--- src/swd_defs.svh ---
// Summary of operation
// - counter advances on separate oscillator ticks
// - time-out triggers configured interrupt or reset
// - restart instruction clears counter before time-out
// - interrupt mode raises request, no reset
// - reset mode expiry asserts system reset
// - combined mode: interrupt first, then reset
// - always-on fuse forces system reset mode
// - fuse locks reset enable one, interrupt zero
// - unlock write sets unlock and reset enable
// - protected change only within four clocks
// - time-out selectable from shortest to longest
// - reference enabled when drop detector enabled
// - reference enabled when routed to comparator
// - software waits reference start-up before use
// - after supervision reset stay in reset or combined mode
// - init software clears cause flag, then enable
// - unlock bit self-clears after four clocks
// - cause flag forces reset enable to one
// - select code doubles count, high codes reserved
// - interrupt flag cleared by vector or write-one
`ifndef SWD_DEFS_SVH
`define SWD_DEFS_SVH
`define SWD_CTRL_BIT_IFLAG   7
`define SWD_CTRL_BIT_IEN     6
`define SWD_CTRL_BIT_SEL3    5
`define SWD_CTRL_BIT_UNLOCK  4
`define SWD_CTRL_BIT_RSTEN   3
`define SWD_CTRL_SEL_LO_MSB  2
`define SWD_ADDR_CTRL        2'h0
`define SWD_ADDR_CAUSE       2'h1
`define SWD_ADDR_CMP         2'h2
`define SWD_ADDR_RESTART     2'h3
`define SWD_CAUSE_BIT_FLAG   3
`define SWD_CMP_BIT_REFSEL   6
`define SWD_UNLOCK_CLOCKS    3'h4
`define SWD_SEL_MAX          4'h9
`define SWD_BASE_SHIFT       11
`define SWD_FUSES_DISABLED   3'h7
`define SWD_BG_START_US      70
`endif

--- src/swd_pkg.sv ---
package swd_pkg;
	typedef logic [1:0] swd_addr_t;
	typedef logic [7:0] swd_data_t;
	typedef enum logic [1:0] {
		SWD_STOPPED,
		SWD_INTR,
		SWD_RESET,
		SWD_INTR_RESET
	} swd_mode_t;
endpackage

--- src/swd_link_if.sv ---
`timescale 1ns/1ps
interface swd_link_if;
	import swd_pkg::*;
	swd_addr_t addr;
	swd_data_t wdata;
	logic      wr;
	logic      rd;
	swd_data_t rdata;
	logic      restart;
	logic      vectorTaken;
	logic      irq;
	logic      sysReset;
	modport device (input addr, wdata, wr, rd, restart, vectorTaken,
		output rdata, irq, sysReset);
	modport core (output addr, wdata, wr, rd, restart, vectorTaken,
		input rdata, irq, sysReset);
endinterface

--- src/swd_device.sv ---
// Implementation choices: the address map and the strobed register port.
`timescale 1ns/1ps
`include "swd_defs.svh"
module swd_device #(
	parameter int CNT_W = 21
) (
	input  wire logic clk,
	input  wire logic resetn,
	input  wire logic clkEn,
	input  wire logic oscTick,
	input  wire logic alwaysOnFuse_n,
	input  wire logic [2:0] dropLevelFuses,
	output logic      bandgapEnable,
	output swd_pkg::swd_mode_t mode,
	swd_link_if.device link
);
	import swd_pkg::*;

	logic [CNT_W-1:0] count_q;
	logic [3:0]       sel_q;
	logic             rstEn_q;
	logic             intEn_q;
	logic             iFlag_q;
	logic             cause_q;
	logic             refSel_q;
	logic [2:0]       unlockCnt_q;
	logic             sysReset_q;
	swd_data_t        rdata_q;
	logic [CNT_W-1:0] limit;
	logic             fuseOn;
	logic             rstEnEff;
	logic             intEnEff;
	logic             expire;
	logic             ctrlWr;
	logic             unlocked;
	logic             wrUnlock;
	logic [3:0]       wrSel;
	logic             wrRstEn;
	logic             wrIen;
	logic             wrIflag;
	logic             openWr;
	logic             causeWr;
	logic             cmpWr;
	logic             resetFire;
	logic [3:0]       effSel;
	swd_data_t        ctrlView;

	// effective enables, fuse and cause flag override the register bits
	assign fuseOn   = !alwaysOnFuse_n;
	assign rstEnEff = rstEn_q | cause_q | fuseOn;
	assign intEnEff = intEn_q & !fuseOn;
	assign ctrlWr   = link.wr && link.addr == `SWD_ADDR_CTRL;
	assign unlocked = unlockCnt_q != 3'h0;
	assign wrUnlock = link.wdata[`SWD_CTRL_BIT_UNLOCK];
	assign wrSel    = {link.wdata[`SWD_CTRL_BIT_SEL3],
		link.wdata[`SWD_CTRL_SEL_LO_MSB:0]};

	// written field values and the write that an open window accepts
	assign wrRstEn = link.wdata[`SWD_CTRL_BIT_RSTEN];
	assign wrIen   = link.wdata[`SWD_CTRL_BIT_IEN];
	assign wrIflag = link.wdata[`SWD_CTRL_BIT_IFLAG];
	assign openWr  = ctrlWr && unlocked && !wrUnlock;

	// writes to the cause and comparator registers
	assign causeWr = link.wr && link.addr == `SWD_ADDR_CAUSE;
	assign cmpWr   = link.wr && link.addr == `SWD_ADDR_CMP;

	// mode decode, fuse overrides register bits
	always_comb begin
		unique case ({rstEnEff, intEnEff})
			2'b00: mode = SWD_STOPPED;
			2'b01: mode = SWD_INTR;
			2'b10: mode = SWD_RESET;
			2'b11: mode = SWD_INTR_RESET;
		endcase
	end

	// reserved select codes fall back to the longest count
	always_comb begin
		if (sel_q > `SWD_SEL_MAX)
			effSel = `SWD_SEL_MAX;
		else
			effSel = sel_q;
	end

	// time-out count doubles per select step
	always_comb begin
		limit = '0;
		limit[effSel + `SWD_BASE_SHIFT] = 1'b1;
	end

	// expiry on the tick that would reach the time-out count
	assign expire = oscTick && mode != SWD_STOPPED
		&& count_q == limit - 1'b1;

	// counter on oscillator ticks, cleared by restart
	always_ff @(posedge clk or negedge resetn) begin
		if (!resetn) begin
			count_q <= '0;
		end else if (clkEn) begin
			if (link.restart || expire || mode == SWD_STOPPED)
				count_q <= '0;
			else if (oscTick)
				count_q <= count_q + 1'b1;
		end
	end

	// unlock window: four clocks then self-clear
	always_ff @(posedge clk or negedge resetn) begin
		if (!resetn) begin
			unlockCnt_q <= 3'h0;
		end else if (clkEn) begin
			if (ctrlWr && wrUnlock
				&& link.wdata[`SWD_CTRL_BIT_RSTEN])
				unlockCnt_q <= `SWD_UNLOCK_CLOCKS;
			else if (ctrlWr || unlockCnt_q == 3'h1)
				unlockCnt_q <= 3'h0;
			else if (unlocked)
				unlockCnt_q <= unlockCnt_q - 3'h1;
		end
	end

	// protected fields: reset enable clear and select change
	always_ff @(posedge clk or negedge resetn) begin
		if (!resetn) begin
			rstEn_q <= 1'b0;
			sel_q   <= 4'h0;
		end else if (clkEn) begin
			if (cause_q || (ctrlWr && wrRstEn))
				rstEn_q <= 1'b1;
			else if (openWr)
				rstEn_q <= 1'b0;
			if (openWr)
				sel_q <= wrSel;
		end
	end

	// interrupt enable and flag; hardware set wins over clear
	always_ff @(posedge clk or negedge resetn) begin
		if (!resetn) begin
			intEn_q <= 1'b0;
			iFlag_q <= 1'b0;
		end else if (clkEn) begin
			if (expire && intEnEff)
				iFlag_q <= 1'b1;
			else if ((ctrlWr && wrIflag)
				|| (link.vectorTaken && iFlag_q))
				iFlag_q <= 1'b0;
			if (link.vectorTaken && iFlag_q && rstEnEff)
				intEn_q <= 1'b0;
			else if (ctrlWr)
				intEn_q <= wrIen;
		end
	end

	// reset on expiry, in combined mode only once the flag stands
	assign resetFire = expire && rstEnEff
		&& (!intEnEff || iFlag_q);

	// one-cycle system reset and its cause flag
	always_ff @(posedge clk or negedge resetn) begin
		if (!resetn) begin
			sysReset_q <= 1'b0;
			cause_q    <= 1'b0;
		end else if (clkEn) begin
			sysReset_q <= resetFire;
			if (sysReset_q)
				cause_q <= 1'b1;
			else if (causeWr && !link.wdata[`SWD_CAUSE_BIT_FLAG])
				cause_q <= 1'b0;
		end
	end

	// comparator reference select
	always_ff @(posedge clk or negedge resetn) begin
		if (!resetn)
			refSel_q <= 1'b0;
		else if (clkEn && cmpWr)
			refSel_q <= link.wdata[`SWD_CMP_BIT_REFSEL];
	end

	// bandgap enable
	assign bandgapEnable = dropLevelFuses != `SWD_FUSES_DISABLED
		|| refSel_q;

	// control register as software sees it
	assign ctrlView = {iFlag_q, intEnEff, sel_q[3], unlocked, rstEnEff,
		sel_q[2:0]};

	// read data, one cycle after the strobe
	always_ff @(posedge clk or negedge resetn) begin
		if (!resetn) begin
			rdata_q <= '0;
		end else if (clkEn) begin
			rdata_q <= '0;
			if (link.rd) begin
				unique case (link.addr)
					`SWD_ADDR_CTRL: rdata_q <= ctrlView;
					`SWD_ADDR_CAUSE: rdata_q[`SWD_CAUSE_BIT_FLAG] <= cause_q;
					`SWD_ADDR_CMP: rdata_q[`SWD_CMP_BIT_REFSEL] <= refSel_q;
					`SWD_ADDR_RESTART: rdata_q <= '0;
				endcase
			end
		end
	end

	// answers back over the link
	assign link.rdata    = rdata_q;
	assign link.irq      = iFlag_q & intEnEff;
	assign link.sysReset = sysReset_q;
endmodule // swd_device

--- src/flat_wrapper.sv ---
// flat-port wrapper written by rule: the top's interface ports become plain ports
module swd_device_flat import swd_pkg::*;
#(
	parameter int CNT_W = 21
)
  (clk, resetn, clkEn, oscTick, alwaysOnFuse_n, dropLevelFuses, bandgapEnable, mode, link_addr, link_wdata, link_wr, link_rd, link_restart, link_vectorTaken, link_rdata, link_irq, link_sysReset);
  swd_link_if link_i ();
  input  wire logic clk;
  input  wire logic resetn;
  input  wire logic clkEn;
  input  wire logic oscTick;
  input  wire logic alwaysOnFuse_n;
  input  wire logic [2:0] dropLevelFuses;
  output logic bandgapEnable;
  output swd_pkg::swd_mode_t mode;
  input wire logic [$bits(link_i.addr)-1:0] link_addr;
  input wire logic [$bits(link_i.wdata)-1:0] link_wdata;
  input wire logic [$bits(link_i.wr)-1:0] link_wr;
  input wire logic [$bits(link_i.rd)-1:0] link_rd;
  input wire logic [$bits(link_i.restart)-1:0] link_restart;
  input wire logic [$bits(link_i.vectorTaken)-1:0] link_vectorTaken;
  output wire logic [$bits(link_i.rdata)-1:0] link_rdata;
  output wire logic [$bits(link_i.irq)-1:0] link_irq;
  output wire logic [$bits(link_i.sysReset)-1:0] link_sysReset;
  assign link_i.addr = link_addr;
  assign link_i.wdata = link_wdata;
  assign link_i.wr = link_wr;
  assign link_i.rd = link_rd;
  assign link_i.restart = link_restart;
  assign link_i.vectorTaken = link_vectorTaken;
  assign link_rdata = link_i.rdata;
  assign link_irq = link_i.irq;
  assign link_sysReset = link_i.sysReset;
  swd_device #(.CNT_W(CNT_W)) u_core (.clk(clk), .resetn(resetn), .clkEn(clkEn), .oscTick(oscTick), .alwaysOnFuse_n(alwaysOnFuse_n), .dropLevelFuses(dropLevelFuses), .bandgapEnable(bandgapEnable), .mode(mode), .link(link_i));
endmodule
--- config.mk ---
export PLATFORM = sky130hd
export DESIGN_NAME = swd_device_flat
export DESIGN_NICKNAME = d
export VERILOG_FILES = /design/src/swd_pkg.sv /design/src/swd_link_if.sv /design/src/swd_device.sv /design/src/flat_wrapper.sv
export VERILOG_INCLUDE_DIRS = /design/src /design/src/src
export SDC_FILE = /design/constraint.sdc
export NUM_CORES = 1
export LEC_CHECK = 0
export BUFFER_PORTS_ARGS = -buffer_cell sky130_fd_sc_hd__buf_2
export CAP_MARGIN = 20
export CORE_AREA = 5 5 91 93
export CTS_CLUSTER_SIZE = 24
export DETAILED_ROUTE_END_ITERATION = 8
export DIE_AREA = 0 0 96 98
export HOLD_SLACK_MARGIN = 0.02
export SYNTH_ARGS = -nofsm -noshare
export SYNTH_HDL_FRONTEND = slang
export SYNTH_SLANG_ARGS = --single-unit
--- constraint.sdc ---
create_clock -name clk -period 3.85 [get_ports clk]
set_clock_uncertainty 0.1 [all_clocks]
set_input_delay 0.77 -clock clk [delete_from_list [all_inputs] [get_ports clk]]
set_output_delay 0.77 -clock clk [all_outputs]
set_load 0.005 [all_outputs]
After elaboration in Yosys (flattened, before gate mapping)
Index checks and enable logic that the tools add are counted.

word-level totals
  word-level logic and storage cells = 100
  input port bits = 22
  flip-flop bits (word level) = 42

cells by class
  $add $sub $neg = 4
  $lt $le $gt $ge = 3
  bitwise operators = 4
  muxes and demuxes = 23
  reductions and logical operators = 48
  eq/ne operators = 8

operators with widths
  operator                                                            number
  2-to-1 mux 21 bit                                                   2
  greater-or-equal comparator 32 x 1 -> 1 bit, second input constant  1
  < comparator 32 x 6 -> 1 bit, second input constant                 1
  adder 21 x 1 -> 21 bit, second input constant                       1
  == test 21 bit                                                      1
  subtractor 21 x 1 -> 21 bit, second input constant                  1
  logical AND 1 bit                                                   19
  AND reduction 2 bit                                                 7
  2-to-1 mux 3 bit                                                    4
  nonzero test 2 bit                                                  6
  2-to-1 mux 1 bit                                                    10
  2-to-1 mux 8 bit                                                    1
  case mux 2 bit (4 select lines)                                     1
  logical OR 1 bit                                                    7
  == test 2 bit, second input constant                                3
  logical NOT 2 bit                                                   3
  nonzero test 3 bit                                                  2
  adder 4 x 4 -> 5 bit, second input constant                         1
  demux 1 bit (select 5 bit)                                          1
  == test 2 x 1 -> 1 bit, second input constant                       2
  greater-than comparator 4 bit, second input constant                1
  logical NOT 1 bit                                                   4
  2-to-1 mux 4 bit                                                    1
  case mux 1 bit (2 select lines)                                     2
  6 further kinds                                                     8

Logic depth before layout (Yosys ltp)
  depth after elaboration = 14
  mapped depth = 19
  depth with buffers taken out = 14

Worst setup path after synthesis
Ideal clock, no wire load.

  path kind = reg-to-reg
  start = reg u_core.sel_q[2]
  end = reg u_core.count_q[3]
  period minus slack after synthesis = 4254 ps
  data required time = 3631 ps
  setup time = 119 ps
  data arrival time = 4035 ps
  path slack = -404 ps
  path buffers = 5
  cell stages (with the launch flop) = 19
  path through = dfrtp_1 buf_2 clkbuf_1 nor2b_1 ha_1 clkbuf_2 or3b_1 or3_4 ha_1 clkbuf_1 inv_1 a41oi_1 or3_1 a32oi_1 nand4_1 or4_4 a21oi_4 buf_6 nor2_1

on the way
  longest elaborated chain between the ends = 14
  elaborated cells on any way between the ends = 16

ends and longest elaborated chain
  element                                                                                             line               RTL
  from (decl)                                                                                         swd_device.sv:20   logic [3:0] sel_q;
  from (signal assigned)                                                                              swd_device.sv:134  sel_q <= wrSel;
  greater-than comparator 4 bit (no source line)                                                      -
  2-to-1 mux 4 bit (*)                                                                                swd_device.sv:80   if (sel_q > `SWD_SEL_MAX)
  adder 4 x 4 -> 5 bit (no source line) (*)                                                           -
  greater-or-equal comparator 32 x 1 -> 1 bit / < comparator 32 x 6 -> 1 bit (equally long branches)  swd_device.sv:89   limit[effSel + `SWD_BASE_SHIFT] = 1'b1;
  logical AND 1 bit                                                                                   swd_device.sv:89
  2-to-1 mux 1 bit                                                                                    swd_device.sv:89
  demux 1 bit (select 5 bit) (*)                                                                      -
  subtractor 21 x 1 -> 21 bit (*)                                                                     swd_device.sv:94   && count_q == limit - 1'b1;
  == test 21 bit (*)                                                                                  swd_device.sv:94
  logical AND 1 bit (*)                                                                               swd_device.sv:94
  logical OR 1 bit (*) (2 in a row)                                                                   swd_device.sv:101  if (link.restart || expire || mode == SWD_STOPPED)
  nonzero test 2 bit (no source line)                                                                 -
  AND reduction 2 bit (no source line)                                                                -
  to (signal assigned)                                                                                swd_device.sv:104  count_q <= count_q + 1'b1;
  to (decl)                                                                                           swd_device.sv:19   logic [CNT_W-1:0] count_q;

Every way passes the cells marked *; elsewhere a longest branch is shown, timed or not.
A chain may end at the register's enable or synchronous reset.

Worst setup path in the final report
  start = reg u_core.sel_q[2]
  end = reg u_core.count_q[15]

Same word-level chain as after synthesis.

==> impl_metrics.tcl <==
set metrics [dict create \
    finalHoldViolations 0 \
    cp_max_fo 20 \
    final_nets 392 \
    n_antenna_cell 0 \
    cp-end-kind "register" \
    synth.area.top_cells "dfrtp_1 37%, xor2_1 6.7%, xnor2_1 4.9%" \
    vias 2506 \
    cts_tree "yes" \
    peakVddDrop_mv 0.291 \
    max_freq_mhz 277 \
    clk_pin_slew_ps 80 \
    syn_area_per_cell_sq_um 8.64 \
    period_share_pct 93.7 \
    synth-xor-area-share_pct 11.6 \
    drive_gt1_share_pct 20.3 \
    critical_path_arrival_ps 3690 \
    drc 0 \
    routed_via_density 5.37 \
    io_buffers 34 \
    netlist_area_sq_um 2860 \
    path_class "register to register" \
    synth_compound_area_share_pct 16.3 \
    clock-root-buffer "clkbuf_8" \
    antenna_found_initial 0 \
    clock_path_buffers 2 \
    grt_pass1_vias 2618 \
    rrSetupSlack_ps 240 \
    synthSimpleGateAreaFrac_pct 25.3 \
    dp_slack_ps 211 \
    coreArea_sq_um 7450 \
    fp.dieH_microns 98 \
    final_cell_mix "42 x dfrtp_1, 34 x buf_2, 33 x nor2_1, 26 x nand2_1, 22 x xor2_1" \
    setup_ws_ps 241 \
    finalSetupViolations 0 \
    first_iter_violations 107 \
    ys_seq_elements 42 \
    hold_path.class "register to register" \
    nFillCells 776 \
    maxCapViolations 0 \
    yosys.area.top_type "dfrtp_1" \
    r2r-end "u_core.count_q[15]$_DFFE_PN0P_" \
    tns_ps 0 \
    hpwl_microns 5280 \
    synthDominantCellAreaShare_pct 36.8 \
    clkSinkCount 42 \
    rsz0062_at_grt "false" \
    tightest_slew_ps 928 \
    leakagePower_nw 1.42 \
    grt_max_degree 43 \
    synth_top_family_by_area "simple AND/OR/NAND/NOR gates" \
    syn_nets 359 \
    slew_headroom_pct 38.2 \
    postCtsHoldBufs 0 \
    holdPathStages 1 \
    synth_edf_count 0 \
    synthAdderAreaFrac_pct 2.98 \
    min_to "u_core.link.rdata[4]$_DFFE_PN0P_" \
    grt-ovfl-total 0 \
    dp_cells 459 \
    final_area_sq_um 3290 \
    ys.flop_type "dfrtp_1" \
    yosysSeqAreaShare_pct 36.8 \
    min_from "u_core.link.rdata[4]$_DFFE_PN0P_" \
    pin_count 35 \
    start_kind "register" \
    async_flop_share_pct 100 \
    yosysWarnings 0 \
    required_ps 3930 \
    h-tree-depth 2 \
    slew_viol_final 0 \
    postRouteAntennaNets 0 \
    powerDensity_nw_per_um2 586 \
    placementRows 32 \
    yosys.cell_types.count 55 \
    numCtsBuffers 5 \
    syn_to_final_growth_pct 15.1 \
    totalWireLength_microns 7030 \
    r2r_start "u_core.sel_q[2]$_DFFE_PN0P_" \
    die_w_microns 96 \
    r2r_cells 15 \
    outcome "finished clean" \
    final_common_cell "dfrtp_1" \
    grt_usage_pct 16.3 \
    dr.pass1.iters 4 \
    die_area_sq_um 9410 \
    fin_cells 467 \
    placed_area_sq_um 3180 \
    clkLatencyLatePin_ps 290 \
    synthMuxAreaShare_pct 1.97 \
    start_util_pct 38.4 \
    grt_pass1_wl_microns 12400 \
    min_period_ps 3610 \
    syn_inst 331 \
    finalWeightedCongestion 0.955 \
    avgRoutedWirePerCell_microns 15.1 \
]
==> what timing repair did <==
action / 4_1_cts / 5_1_grt
endpoints found under the setup margin: 0 / 20
buffers inserted: 0 / 0
gates resized for setup: 0 / 2
==> cells in the mapped netlist (all sizes together) (3+ instances only) <==
| cell type | n |
|---|---|
| nand3 | 17 |
| buf | 11 |
| nand2 | 26 |
| o211ai | 5 |
| o21ai | 19 |
| nand4 | 5 |
| and3 | 10 |
| inv | 11 |
| nor3 | 6 |
| o22ai | 3 |
| clkbuf | 9 |
| nand2b | 7 |
| ha | 6 |
| o31ai | 4 |
| a21oi | 13 |
| xor2 | 22 |
| a22o | 5 |
| dfrtp | 42 |
| a31oi | 6 |
| xnor2 | 16 |
| nor4 | 8 |
| or2 | 3 |
| nor2 | 34 |
| nor2b | 5 |
| mux2 | 5 |
==> metal layers <==
layer  vias to the layer above  wire length (microns)  track usage, %  share of wire (%)
li1                       1251                      -               -                  -
met1                      1213                   3270            22.0                 46
met2                        34                   3440            25.8                 49
met3                         8                    219            3.24                3.1
met4                         0                    107            5.36                1.5
met5                         -                      0               0                  0
==> report_power, final <==
part	internal, W	total (W)	switching, W
sequential	0.000495	0.000546	0.0000507
combinational	0.000455	0.00109	0.000637
clock	0.000145	0.000291	0.000147
==> worst max-delay path: stages (launching register included) <==
cell	delay [ps]
dfrtp_1	440
nand2_1	110
nand2_1	70
ha_2	170
or3b_4	380
or3_4	370
ha_4	220
inv_4	80
a41oi_1	50
or3_1	330
a32oi_1	150
nand4_1	150
or4_4	490
a21oi_4	170
buf_12	160
nor2_1	60
==> state kept, by name (all words and copies together) (netlist names) <==
| name | cells |
|---|---|
| u_core.link.rdata | 8 |
| u_core.intEn_q | 1 |
| u_core.cause_q | 1 |
| u_core.rstEn_q | 1 |
| u_core.count_q | 21 |
| u_core.sel_q | 4 |
| u_core.unlockCnt_q | 3 |
| u_core.refSel_q | 1 |
| u_core.link.sysReset | 1 |
| u_core.iFlag_q | 1 |
==> worst max-delay path by stage <==
stage	cells past startpoint	to	startpoint	slack, ps
2_1_floorplan	18	u_core.count_q[3]$_DFFE_PN0P_	u_core.sel_q[2]$_DFFE_PN0P_	4
6_report	15	u_core.count_q[15]$_DFFE_PN0P_	u_core.sel_q[2]$_DFFE_PN0P_	240
3_5_place_dp	14	u_core.count_q[17]$_DFFE_PN0P_	u_core.sel_q[2]$_DFFE_PN0P_	210
3_3_place_gp	13	u_core.count_q[6]$_DFFE_PN0P_	u_core.sel_q[2]$_DFFE_PN0P_	240
5_1_grt	15	u_core.count_q[11]$_DFFE_PN0P_	u_core.sel_q[2]$_DFFE_PN0P_	30
4_1_cts	14	u_core.count_q[15]$_DFFE_PN0P_	u_core.sel_q[2]$_DFFE_PN0P_	190
==> layout make-up <==
type	count	area [sq um]	area share, %
Sequential cell	42	1050	31.9
Clock buffer	7	86.3	2.62
Timing Repair Buffer	46	273	8.29
Tap cell	102	128	3.88
Inverter	12	47.5	1.44
Multi-Input combinational cell	257	1700	51.7
Clock inverter	1	5.00	0.152
==> logic make-up after synthesis <==
family	count (synthesis)
simple gates	137
compound gates	70
flops	42
xor+xnor	38
buf+inv	32
fa+ha+maj	7
mux	5
==> stage by stage <==
step	util, %	power [W]	hold WS, ps
2_1_floorplan	-	0.00139	348
3_3_place_gp	42.7	0.00162	370
3_5_place_dp	42.7	0.00162	372
4_1_cts	43.9	0.00192	397
5_1_grt	44.2	0.00210	432
6_report	44.2	0.00193	392
(Power assumes the default switching activity.)
